$ cat src/verilog/protect_pkg.sv
// Purpose: shared constants and types of the motor current supervisor
// Assumes: currents are given in percent of rated motor current
// Notes: delays and the start timeout are counted in whole seconds
package protect_pkg;

    // ----------------------------------------------------------------
    // Widths and timing
    // ----------------------------------------------------------------
    localparam int LEVEL_W = 10;
    localparam int DELAY_W = 6;
    localparam int ADDR_W = 6;
    localparam int NUM_TIMERS = 4;
    localparam int CLOCK_PERIOD_NS = 50;
    localparam int SECOND_NS = 1_000_000_000;
    localparam int SECOND_CYCLES = SECOND_NS / CLOCK_PERIOD_NS;

    // Timer slots
    localparam int T_START = 0;
    localparam int T_OC2 = 1;
    localparam int T_NS1 = 2;
    localparam int T_NS2 = 3;

    // ----------------------------------------------------------------
    // Register offsets
    // ----------------------------------------------------------------
    localparam logic [5:0] OFS_ENABLE = 6'h00;
    localparam logic [5:0] OFS_START_TIMEOUT = 6'h04;
    localparam logic [5:0] OFS_OC1_LEVEL = 6'h08;
    localparam logic [5:0] OFS_OC2_LEVEL = 6'h0c;
    localparam logic [5:0] OFS_OC2_DELAY = 6'h10;
    localparam logic [5:0] OFS_NS1_LEVEL = 6'h14;
    localparam logic [5:0] OFS_NS1_DELAY = 6'h18;
    localparam logic [5:0] OFS_NS2_LEVEL = 6'h1c;
    localparam logic [5:0] OFS_NS2_DELAY = 6'h20;
    localparam logic [5:0] OFS_TRIP_STATUS = 6'h24;
    localparam logic [5:0] OFS_FAULT_RESET = 6'h28;
    localparam logic [5:0] OFS_IRQ_STATUS = 6'h2c;
    localparam logic [5:0] OFS_IRQ_ENABLE = 6'h30;
    localparam logic [5:0] OFS_IRQ_CLEAR = 6'h34;

    // ----------------------------------------------------------------
    // Reset values
    // ----------------------------------------------------------------
    localparam logic [4:0] RST_ENABLE = 5'h1f;
    localparam logic [5:0] RST_START_TIMEOUT = 6'h32;
    localparam logic [9:0] RST_OC1_LEVEL = 10'h1c2;
    localparam logic [9:0] RST_OC2_LEVEL = 10'h078;
    localparam logic [5:0] RST_OC2_DELAY = 6'h03;
    localparam logic [9:0] RST_NS1_LEVEL = 10'h032;
    localparam logic [5:0] RST_NS1_DELAY = 6'h01;
    localparam logic [9:0] RST_NS2_LEVEL = 10'h00f;
    localparam logic [5:0] RST_NS2_DELAY = 6'h0a;

    // ----------------------------------------------------------------
    // Types
    // ----------------------------------------------------------------
    typedef enum logic [2:0] {
        standby, ready, soft_start, direct_start, running, soft_stop
    } op_state_t;

    typedef struct packed {
        logic [LEVEL_W-1:0] ia;
        logic [LEVEL_W-1:0] ib;
        logic [LEVEL_W-1:0] ic;
        logic [LEVEL_W-1:0] ineg;
    } currents_t;

    typedef struct packed {
        logic ns2;
        logic ns1;
        logic oc2;
        logic oc1;
        logic start_timeout;
    } trip_t;

endpackage

$ cat src/verilog/second_tick.sv
// Purpose: one-cycle pulse once per second, the timebase of all delays
// Assumes: CYCLES is the number of clock cycles in one second
// Notes: free running; delays therefore carry up to one second of slack
`timescale 1ns/1ps
`default_nettype none
module second_tick
#(
    parameter int unsigned CYCLES = 20_000_000
)
(
    input wire logic clock,
    input wire logic rst,
    output logic tick
);
    localparam int W = $clog2(CYCLES);
    localparam logic [W-1:0] LAST = W'(CYCLES - 1);

    logic [W-1:0] cnt;

    always_ff @(posedge clock or posedge rst)
    begin
        if (rst)
            cnt <= '0;
        else if (cnt == LAST)
            cnt <= '0;
        else
            cnt <= cnt + 1'b1;
    end

    always_ff @(posedge clock or posedge rst)
    begin
        if (rst)
            tick <= 1'b0;
        else
            tick <= (cnt == LAST);
    end
endmodule
`default_nettype wire

$ cat src/verilog/delay_timer.sv
// Purpose: seconds counter that runs while its condition holds
// Assumes: tick is a one-cycle pulse per second
// Notes: expires once more than delay seconds have been counted
`timescale 1ns/1ps
`default_nettype none
module delay_timer
#(
    parameter int W = 6
)
(
    input wire logic clock,
    input wire logic rst,
    input wire logic tick,
    input wire logic cond,
    input wire logic [W-1:0] delay,
    output logic [W-1:0] count,
    output logic expired
);
    // Saturating, so a long excursion cannot wrap and release a trip
    always_ff @(posedge clock or posedge rst)
    begin
        if (rst)
            count <= '0;
        else if (!cond)
            count <= '0;
        else if (tick && count != '1)
            count <= count + 1'b1;
    end

    assign expired = cond && (count > delay);
endmodule
`default_nettype wire

$ cat src/verilog/current_supervisor.sv
// Purpose: current and start-time protection for a motor soft starter
// Assumes: currents and state are synchronous; registers on a plain port
// Notes: trips latch until a fault reset from pin or register
// Notes on behaviour
// - Start trips when start time runs past the start timeout setting.
// - A start timeout trip forces shutdown and a failure report.
// - Each protection acts only while its enable bit is set.
// - Overcurrent stage one trips at once when any phase exceeds it.
// - Overcurrent stage one is live in every operating state.
// - In a direct start its level doubles until start time elapses.
// - Overcurrent stage two is live in standby, ready and running only.
// - Stage two trips after a full delay above level, else it releases.
// - Negative-sequence stage one is live in every operating state.
// - Its level is four times higher during starts and soft stop.
// - Negative-sequence stage one trips after a full delay above level.
// - Negative-sequence stage two trips after its delay above level.
// - Negative-sequence stage two is blocked in starts and soft stop.
//
// Added by the designer: the strobed register port and the register addresses.
`timescale 1ns/1ps
`default_nettype none
module current_supervisor
#(
    parameter int unsigned TICK_CYCLES = protect_pkg::SECOND_CYCLES
)
(
    input wire logic clock,
    input wire logic rst,
    input wire protect_pkg::op_state_t op_state,
    input wire protect_pkg::currents_t meas,
    input wire logic fault_reset,
    input wire logic [protect_pkg::ADDR_W-1:0] addr,
    input wire logic [31:0] wdata,
    input wire logic wr,
    input wire logic rd,
    output logic [31:0] rdata,
    output protect_pkg::trip_t trip,
    output logic shutdown,
    output logic failure_report,
    output logic irq
);
    import protect_pkg::*;

    // ----------------------------------------------------------------
    // Settings
    // ----------------------------------------------------------------
    trip_t enable;
    logic [DELAY_W-1:0] start_timeout;
    logic [LEVEL_W-1:0] oc1_level;
    logic [LEVEL_W-1:0] oc2_level;
    logic [DELAY_W-1:0] oc2_delay;
    logic [LEVEL_W-1:0] ns1_level;
    logic [DELAY_W-1:0] ns1_delay;
    logic [LEVEL_W-1:0] ns2_level;
    logic [DELAY_W-1:0] ns2_delay;
    trip_t irq_status;
    trip_t irq_enable;

    always_ff @(posedge clock or posedge rst)
    begin
        if (rst)
        begin
            enable <= RST_ENABLE;
            start_timeout <= RST_START_TIMEOUT;
            oc1_level <= RST_OC1_LEVEL;
            oc2_level <= RST_OC2_LEVEL;
            oc2_delay <= RST_OC2_DELAY;
            ns1_level <= RST_NS1_LEVEL;
            ns1_delay <= RST_NS1_DELAY;
            ns2_level <= RST_NS2_LEVEL;
            ns2_delay <= RST_NS2_DELAY;
            irq_enable <= '0;
        end
        else if (wr)
        begin
            case (addr)
                OFS_ENABLE: enable <= wdata[4:0];
                OFS_START_TIMEOUT: start_timeout <= wdata[DELAY_W-1:0];
                OFS_OC1_LEVEL: oc1_level <= wdata[LEVEL_W-1:0];
                OFS_OC2_LEVEL: oc2_level <= wdata[LEVEL_W-1:0];
                OFS_OC2_DELAY: oc2_delay <= wdata[DELAY_W-1:0];
                OFS_NS1_LEVEL: ns1_level <= wdata[LEVEL_W-1:0];
                OFS_NS1_DELAY: ns1_delay <= wdata[DELAY_W-1:0];
                OFS_NS2_LEVEL: ns2_level <= wdata[LEVEL_W-1:0];
                OFS_NS2_DELAY: ns2_delay <= wdata[DELAY_W-1:0];
                OFS_IRQ_ENABLE: irq_enable <= wdata[4:0];
                default: ;
            endcase
        end
    end

    // ----------------------------------------------------------------
    // Operating state decode and thresholds
    // ----------------------------------------------------------------
    logic tick;
    logic starting;
    logic quiet_state;
    logic [LEVEL_W:0] oc1_limit;
    logic [LEVEL_W+1:0] ns1_limit;
    logic oc1_over;
    logic oc2_over;
    logic ns1_over;
    logic ns2_over;
    logic [NUM_TIMERS-1:0] tcond;
    logic [NUM_TIMERS-1:0] texp;
    logic [DELAY_W-1:0] tdelay [NUM_TIMERS];
    logic [DELAY_W-1:0] tcount [NUM_TIMERS];

    second_tick #(.CYCLES(TICK_CYCLES)) u_tick
    (
        .clock(clock),
        .rst(rst),
        .tick(tick)
    );

    assign starting = (op_state == soft_start) || (op_state == direct_start);
    assign quiet_state = (op_state == standby) || (op_state == ready)
        || (op_state == running);

    // Doubled only until the start time has run out
    assign oc1_limit = (op_state == direct_start && !texp[T_START])
        ? {oc1_level, 1'b0} : {1'b0, oc1_level};
    assign ns1_limit = (starting || op_state == soft_stop)
        ? {ns1_level, 2'b00} : {2'b00, ns1_level};

    assign oc1_over = ({1'b0, meas.ia} > oc1_limit)
        || ({1'b0, meas.ib} > oc1_limit)
        || ({1'b0, meas.ic} > oc1_limit);
    assign oc2_over = (meas.ia > oc2_level) || (meas.ib > oc2_level)
        || (meas.ic > oc2_level);
    assign ns1_over = ({2'b00, meas.ineg} > ns1_limit);
    assign ns2_over = (meas.ineg > ns2_level);

    // ----------------------------------------------------------------
    // Delay timers
    // ----------------------------------------------------------------
    // The start timer measures start time even with the trip disabled,
    // because the doubled overcurrent level also ends on it.
    assign tcond[T_START] = starting;
    assign tcond[T_OC2] = enable.oc2 && quiet_state
        && oc2_over;
    assign tcond[T_NS1] = enable.ns1 && ns1_over;
    assign tcond[T_NS2] = enable.ns2 && quiet_state
        && ns2_over;
    assign tdelay[T_START] = start_timeout;
    assign tdelay[T_OC2] = oc2_delay;
    assign tdelay[T_NS1] = ns1_delay;
    assign tdelay[T_NS2] = ns2_delay;

    for (genvar i = 0; i < NUM_TIMERS; i++)
    begin : g_timer
        delay_timer #(.W(DELAY_W)) u_timer
        (
            .clock(clock),
            .rst(rst),
            .tick(tick),
            .cond(tcond[i]),
            .delay(tdelay[i]),
            .count(tcount[i]),
            .expired(texp[i])
        );
    end

    // ----------------------------------------------------------------
    // Trip latches
    // ----------------------------------------------------------------
    trip_t trip_set;
    trip_t next_trip;
    logic fault_clear;

    assign trip_set.start_timeout = enable.start_timeout
        && texp[T_START];
    assign trip_set.oc1 = enable.oc1 && oc1_over;
    assign trip_set.oc2 = texp[T_OC2];
    assign trip_set.ns1 = texp[T_NS1];
    assign trip_set.ns2 = texp[T_NS2];
    assign fault_clear = fault_reset || (wr && addr == OFS_FAULT_RESET);
    // A new trip in the reset cycle survives it
    assign next_trip = trip_set | (fault_clear ? '0 : trip);

    always_ff @(posedge clock or posedge rst)
    begin
        if (rst)
            trip <= '0;
        else
            trip <= next_trip;
    end

    always_ff @(posedge clock or posedge rst)
    begin
        if (rst)
        begin
            shutdown <= 1'b0;
            failure_report <= 1'b0;
        end
        else
        begin
            shutdown <= |next_trip;
            failure_report <= next_trip.start_timeout;
        end
    end

    // ----------------------------------------------------------------
    // Interrupts
    // ----------------------------------------------------------------
    trip_t new_trip;
    trip_t irq_clear;

    assign new_trip = trip_set & ~trip;
    assign irq_clear = (wr && addr == OFS_IRQ_CLEAR)
        ? trip_t'(wdata[4:0]) : '0;

    always_ff @(posedge clock or posedge rst)
    begin
        if (rst)
            irq_status <= '0;
        else
            irq_status <= new_trip | (irq_status & ~irq_clear);
    end

    always_ff @(posedge clock or posedge rst)
    begin
        if (rst)
            irq <= 1'b0;
        else
            irq <= |((new_trip | (irq_status & ~irq_clear)) & irq_enable);
    end

    // ----------------------------------------------------------------
    // Register read
    // ----------------------------------------------------------------
    logic [31:0] next_rdata;

    always_comb
    begin
        next_rdata = '0;
        case (addr)
            OFS_ENABLE: next_rdata[4:0] = enable;
            OFS_START_TIMEOUT: next_rdata[DELAY_W-1:0] = start_timeout;
            OFS_OC1_LEVEL: next_rdata[LEVEL_W-1:0] = oc1_level;
            OFS_OC2_LEVEL: next_rdata[LEVEL_W-1:0] = oc2_level;
            OFS_OC2_DELAY: next_rdata[DELAY_W-1:0] = oc2_delay;
            OFS_NS1_LEVEL: next_rdata[LEVEL_W-1:0] = ns1_level;
            OFS_NS1_DELAY: next_rdata[DELAY_W-1:0] = ns1_delay;
            OFS_NS2_LEVEL: next_rdata[LEVEL_W-1:0] = ns2_level;
            OFS_NS2_DELAY: next_rdata[DELAY_W-1:0] = ns2_delay;
            OFS_TRIP_STATUS: next_rdata[4:0] = trip;
            OFS_IRQ_STATUS: next_rdata[4:0] = irq_status;
            OFS_IRQ_ENABLE: next_rdata[4:0] = irq_enable;
            default: next_rdata = '0;
        endcase
    end

    always_ff @(posedge clock or posedge rst)
    begin
        if (rst)
            rdata <= '0;
        else if (rd)
            rdata <= next_rdata;
        else
            rdata <= '0;
    end
endmodule
`default_nettype wire

$ cat config.mk
export PLATFORM = sky130hd
export DESIGN_NAME = current_supervisor
export DESIGN_NICKNAME = d
export VERILOG_FILES = /design/src/verilog/protect_pkg.sv /design/src/verilog/second_tick.sv /design/src/verilog/delay_timer.sv /design/src/verilog/current_supervisor.sv
export SDC_FILE = /design/constraint.sdc
export NUM_CORES = 1
export LEC_CHECK = 0
export BUFFER_PORTS_ARGS = -buffer_cell sky130_fd_sc_hd__buf_2
export CAP_MARGIN = 20
export CELL_PAD_IN_SITES_DETAIL_PLACEMENT = 1
export CELL_PAD_IN_SITES_GLOBAL_PLACEMENT = 2
export CORE_AREA = 2 2 197 199
export DETAILED_ROUTE_END_ITERATION = 16
export DIE_AREA = 0 0 199 201
export PLACE_DENSITY_LB_ADDON = 0.1
export REMOVE_ABC_BUFFERS = 1
export SETUP_SLACK_MARGIN = 0.2
export SYNTH_ARGS = -nofsm -noshare
export SYNTH_HDL_FRONTEND = slang
export SYNTH_SLANG_ARGS = --single-unit
export TNS_END_PERCENT = 1
$ cat constraint.sdc
create_clock -name clock -period 7.3 [get_ports clock]
set_input_delay 1.46 -clock clock [delete_from_list [all_inputs] [get_ports clock]]
set_output_delay 1.46 -clock clock [all_outputs]
set_load 0.005 [all_outputs]
* Yosys cells after proc, flatten, opt, wreduce, memory -nomap -nowiden
Index checks and enable logic that the tools add are counted.
Widths: inputs -> output; s select.
** Operators by class
- $add $sub $neg :: 5
- $lt $le $gt $ge :: 12
- Eq/ne operators :: 27
- Mux-type cells :: 17
- Bitwise logic cells :: 7
- Reduce and logical (&&, ||, !) cells :: 42
** Operator list (number)
- $pmux 5 s12 :: 1
- $mux 6 :: 8
- $gt 10x10->1 :: 4
- $eq 6x6->1 const B :: 6
- $gt 10x11->1 :: 3
- $add 25x1->25 const B :: 1
- $eq 25x25->1 const B :: 1
- $mux 25 :: 1
- $add 6x1->6 const B :: 4
- $eq 6x5->1 const B :: 4
- $gt 6x6->1 :: 4
- $ne 6x6->1 const B :: 4
- $reduce_and 2->1 :: 10
- $logic_and 1x1->1 :: 18
- $pmux 4 s4 :: 1
- $and 5x5->5 :: 3
- $eq 6x4->1 const B :: 2
- $gt 10x12->1 :: 1
- $mux 12 :: 1
- $mux 11 :: 1
- $mux 10 :: 1
- $mux 5 :: 2
- $not 5->5 :: 2
- $or 5x5->5 :: 2
- other kinds (11) :: 25
** Word-level totals
- Flip-flop bits (word level) :: 168
- Input port bits :: 86
- Output and inout bits :: 40
- Logic and storage cells :: 147

* Depth between registers and ports, before layout
- Depth in word-level cells :: 14
- Gate-level depth with buffers :: 16
- Mapped depth without buffers :: 16

* By module
Synthesis repeated with hierarchy kept, for this count alone.
** Second synthesis, totals
- Cell total of the unflattened synthesis :: 954
- Area total of the unflattened synthesis :: 9718.1 um2
** Modules (own cells, without submodules)
- current_supervisor :: instances 1, cells each 626, area an instance 6607.6 um2, sequential area each 2437.3 um2
- delay_timer :: instances 4, cells each 54, area an instance 465.4 um2, sequential area each 150.1 um2
- second_tick :: instances 1, cells each 112, area an instance 1248.7 um2, sequential area each 650.6 um2

* Worst setup path after synthesis
OpenSTA, ideal clock, no wires.
- Kind :: input-to-reg
- Start :: in op_state[1]
- End :: reg irq
- Setup time :: 140 ps
- Data arrival time :: 4364 ps
- Required time :: 7160 ps
- Path slack :: 2795 ps
- Stages on the path :: 12
- Buffers on the path :: 0
- Path through :: nor2b_1 > nand2_1 > nor2_1 > mux2i_1 > ha_1 > nand3_1 > or3_1 > nor2b_1 > a311o_1 > o31a_1 > o31ai_4 > o221ai_2
** Between the ends
- Longest elaborated chain between the ends :: 14
- Elaborated cells on any way between the ends :: 35
- Classes of those cells :: 4 x order compare; 5 x eq/ne; 2 x mux; 3 x bitwise; 21 x reduce/logical
** Ends and longest elaborated chain
- from (decl) :: RTL line current_supervisor.sv:29 : input wire protect_pkg::op_state_t op_state,
- $eq 3x2->1 (on tied branches) :: RTL line current_supervisor.sv:116, current_supervisor.sv:121
- $logic_or 1x1->1 :: RTL line current_supervisor.sv:116 : assign starting = (op_state == soft_start) || (op_state == direct_start);
- $logic_and 1x1->1 :: RTL line delay_timer.sv:30 : assign expired = cond && (count > delay);
- $logic_not 1->1 :: RTL line current_supervisor.sv:121 : assign oc1_limit = (op_state == direct_start && !texp[T_START])
- $logic_and 1x1->1 :: RTL line current_supervisor.sv:121
- $mux 11 :: RTL line current_supervisor.sv:122 : ? {oc1_level, 1'b0} : {1'b0, oc1_level};
- $gt 10x11->1 (on tied branches) :: RTL line current_supervisor.sv:126, current_supervisor.sv:127
- $logic_or 1x1->1 :: RTL line current_supervisor.sv:127 : || ({1'b0, meas.ib} > oc1_limit)
- $logic_or 1x1->1 :: RTL line current_supervisor.sv:128 : || ({1'b0, meas.ic} > oc1_limit);
- $logic_and 1x1->1 :: RTL line current_supervisor.sv:173 : assign trip_set.oc1 = enable.oc1 && oc1_over;
- $and 5x5->5 * :: RTL line current_supervisor.sv:209 : assign new_trip = trip_set & ~trip;
- $or 5x5->5 * :: RTL line current_supervisor.sv:226 : irq <= |((new_trip | (irq_status & ~irq_clear)) & irq_enable);
- $and 5x5->5 * :: RTL line current_supervisor.sv:226
- $reduce_or 5->1 * :: RTL line current_supervisor.sv:226
- to (signal assigned) :: RTL line current_supervisor.sv:226
- to (decl) :: RTL line current_supervisor.sv:40 : output logic irq
Every way passes the cells marked *; elsewhere a longest branch is shown, timed or not.
A chain may end at the register's enable or synchronous reset.

* Worst setup path after layout
- Start :: reg start_timeout[1]
- End :: reg irq
** Between the ends
- Longest elaborated chain between the ends :: 13
- Elaborated cells on any way between the ends :: 16
- Classes of those cells :: 4 x order compare; 1 x mux; 3 x bitwise; 8 x reduce/logical
** Ends and longest elaborated chain
- from (decl) :: RTL line current_supervisor.sv:48 : logic [DELAY_W-1:0] start_timeout;
- from (signal assigned) :: RTL line current_supervisor.sv:78 : OFS_START_TIMEOUT: start_timeout <= wdata[DELAY_W-1:0];
- $gt 6x6->1 * :: RTL line delay_timer.sv:30
- $logic_and 1x1->1 * :: RTL line delay_timer.sv:30
- $logic_not 1->1 :: RTL line current_supervisor.sv:121
- $logic_and 1x1->1 :: RTL line current_supervisor.sv:121
- $mux 11 :: RTL line current_supervisor.sv:122
- $gt 10x11->1 (on tied branches) :: RTL line current_supervisor.sv:126, current_supervisor.sv:127
- $logic_or 1x1->1 :: RTL line current_supervisor.sv:127
- $logic_or 1x1->1 :: RTL line current_supervisor.sv:128
- $logic_and 1x1->1 :: RTL line current_supervisor.sv:173
- $and 5x5->5 * :: RTL line current_supervisor.sv:209
- $or 5x5->5 * :: RTL line current_supervisor.sv:226
- $and 5x5->5 * :: RTL line current_supervisor.sv:226
- $reduce_or 5->1 * :: RTL line current_supervisor.sv:226
Marks and branches as above.

==> flow_metrics.env <==
export IMPL_post_cts_buffers=0
export IMPL_gp_congestion=0.733
export IMPL_vias=7453
export IMPL_final_core_util_pct=29.5
export IMPL_setup_violations_final=0
export IMPL_drv_slew=0
export IMPL_max_freq_ghz=0.193
export IMPL_routed_wl_um=31500
export IMPL_antenna_found_initial=1
export IMPL_cts_tree="built"
export IMPL_finalWorstSetupSlack_ps=2120
export IMPL_netlist_area_leader_share_pct=30.5
export IMPL_yosysTopAreaCell="dfrtp_1"
export IMPL_clock_skew_ps=10.1
export IMPL_dp_hpwl_um=24800
export IMPL_drive_above_1_share_pct=23.1
export IMPL_htreeDepth=4
export IMPL_syn_inst=965
export IMPL_relSlewSlack_pct=35.0
export IMPL_r2r_start="start_timeout[1]$_DFFE_PP1P_"
export IMPL_num_antenna_cells=0
export IMPL_grt_pass1_wl_um=48300
export IMPL_power_density_mw_per_mm2=215
export IMPL_numClockSinks=146
export IMPL_drc_errors=0
export IMPL_startpoint="start_timeout[1]$_DFFE_PP1P_"
export IMPL_setup_tns_final_ps=0
export IMPL_mostFrequentLayoutCell="dfrtp_1"
export IMPL_layout_common_cells="dfrtp_1, ha_1, buf_2"
export IMPL_initial_core_util_pct=25.4
export IMPL_required_ps=7580
export IMPL_yosys_warnings=0
export IMPL_fin_crit_sh_pct=71.0
export IMPL_ctsRootBufferMaster="clkbuf_16"
export IMPL_cts_made_buffers=17
export IMPL_regArea_mm2=0.00369
export IMPL_p_sw_share_pct=32.1
export IMPL_drt_iter0_markers=323
export IMPL_ant_nets=0
export IMPL_critPathCaptureType="register"
export IMPL_io_pins=126
export IMPL_core_area_mm2=0.0381
export IMPL_yosysSeqAreaShare_pct=38.0
export IMPL_p_sw_mw=0.773
export IMPL_p_int_mw=1.64
export IMPL_multiInputGateArea_mm2=0.00563
export IMPL_synth_top_cells_by_area="dfrtp_1, ha_1, mux2_2, dfstp_2, nand2_1"
export IMPL_fin_crit_ps=5180
export IMPL_start_kind="register"
export IMPL_reg2reg_to="irq$_DFF_PP0_"
export IMPL_hp_class="register to register"
export IMPL_ys_ff_latch=146
export IMPL_r2r_cells=16
export IMPL_seqPwrFrac_pct=41.2
export IMPL_max_cap_viol_count=0
export IMPL_grt_pass1_vias=7765
export IMPL_cp_arrival_ps=5460
export IMPL_grt_max_degree=90
export IMPL_grt_use_total_pct=16.3
export IMPL_first_pass_iters=4
export IMPL_worst_pin_slew_ps=971
export IMPL_die_area_mm2=0.0400
export IMPL_synth_edf_count=0
export IMPL_p_total_mw=2.41
export IMPL_rsz0062_at_grt="false"
export IMPL_ff2ff_setup_slack_ps=2120
export IMPL_p_clk_share_pct=36.9
export IMPL_critPathMaxFanout=9
export IMPL_n_fill_cell=4413
export IMPL_hold_buffers=0
export IMPL_ir_worst_vdd_uv=155
export IMPL_placement_setup_worst_slack_ps=1750
export IMPL_outcome="completed"
export IMPL_critPathKind="register to register"
export IMPL_clock_path_buffers=2
export IMPL_final_cell_area_mm2=0.0112
export IMPL_report_final_hold_viol_count=0
export IMPL_dominantRegCellSynth="dfrtp_1"
export IMPL_async_reset_ff_share_pct=100
export IMPL_placed_area_mm2=0.0106
export IMPL_combPwrFrac_pct=21.9
export IMPL_min_delay_start="u_tick.cnt[6]$_DFF_PP0_"
export IMPL_wl_per_cell_um=19.9
export IMPL_areaGrowthSynthToFinish_pct=15.8
export IMPL_nNetsFinal=1240
export IMPL_via_per_inst=4.72
export IMPL_power_leakage_nw=4.95
export IMPL_min_path_cells=1
export IMPL_synth_area_per_cell_um2=10.0
export IMPL_num_rows=72
export IMPL_hold_end="u_tick.cnt[6]$_DFF_PP0_"
export IMPL_grt_ovfl_total=0
export IMPL_die_h_um=201
export IMPL_clk_pin_slew_ps=70
export IMPL_io_buffers=81
export IMPL_clock_latency_ps=440
export IMPL_synthesis_area_mm2=0.00970
export IMPL_ys_types=68
export IMPL_die_w_um=199
export IMPL_cts_resized=0
## state kept, by name (all words and copies together) (netlist names), 4 cells and up
signal and flops:
start_timeout 6, u_tick.cnt 25, irq_status 5, ns2_delay 6, g_timer.u_timer.count 24, trip 4
rdata 10, ns1_delay 6, irq_enable 5, oc2_delay 6, oc2_level 10, oc1_level 10
ns2_level 10, ns1_level 10, enable 5
## cells by family after synthesis
| logic type | after synthesis | share of synthesized area, % |
|---|---|---|
| fa+ha+maj | 106 | 13.7 |
| mux | 106 | 12.3 |
| buf+inv | 104 | 4.93 |
| other cells | 1 | 0.0387 |
| simple gates | 294 | 15.3 |
| xor+xnor | 40 | 3.61 |
| compound gates | 168 | 12.1 |
| flops | 146 | 38.0 |
## metal layers
| layer | wire, µm | track usage, % | share of wire (%) | up-vias |
|---|---|---|---|---|
| met5 | 0 | 0 | 0 | - |
| met2 | 14600 | 26.0 | 46 | 92 |
| met4 | 331 | 3.49 | 1.1 | 0 |
| met3 | 799 | 2.74 | 2.5 | 23 |
| li1 | - | - | - | 3644 |
| met1 | 15700 | 23.0 | 50 | 3694 |
## critical path, cell delays in order, from the launching register on
cell,delay (ps)
dfstp_2,560
inv_1,60
ha_1,320
nor2b_1,150
o21ai_1,290
a31oi_1,180
nor2_1,750
mux2i_1,510
ha_1,330
a211oi_1,220
nor2_1,70
nor3_1,450
a21boi_0,190
o2bb2ai_1,170
a31oi_1,160
o31ai_4,390
o221ai_2,210
## final cells by class
type | instances | area share (%)
inverters | 61 | 2.08
well taps | 518 | 5.77
repair buffers | 86 | 3.95
flip-flops and latches | 146 | 32.9
clock inverters | 15 | 1.38
clock buffers | 17 | 3.79
multi-input cells | 736 | 50.2
## power groups by stage
stage	Clock (mW)	Sequential, mW	Combinational, mW
finish	0.890	0.992	0.527
global route	0.950	1.00	0.600
CTS	0.924	0.995	0.538
detailed placement	0	1.01	0.533
global placement	0	1.01	0.529
floorplan	0	0.957	0.358
## worst max path at each step
stage / to / slack [ps] / cells past startpoint
final: irq$_DFF_PP0_ / 2120 / 16
after global routing: shutdown$_DFF_PP0_ / 1770 / 16
after CTS: shutdown$_DFF_PP0_ / 2080 / 16
after detailed placement: shutdown$_DFF_PP0_ / 1750 / 14
after global placement: shutdown$_DFF_PP0_ / 1720 / 14
after floorplan: failure_report$_DFF_PP0_ / 1960 / 1
## through the flow
| step | std cells | hold slack, ps |
|---|---|---|
| global route | 1579 | 512 |
| detailed placement | 1547 | 463 |
| CTS | 1579 | 477 |
| floorplan | 943 | 437 |
| finish | 1579 | 475 |
| global placement | 1547 | 457 |
## cells in the mapped netlist (all sizes together) (7+ instances only)
cell and count:
a22oi 9, clkbuf 18, nand2b 12, nor3 15, mux2i 28, a21oi 35
nor2 67, o21a 14, nand3 38, and3 7, ha 106, a21o 11
xnor2 14, inv 61, buf 25, xor2 26, a31oi 9, nand4 27
dfrtp 118, dfstp 28, mux2 75, nand2 79, nor2b 12, o21ai 32
(Power assumes the default switching activity.)
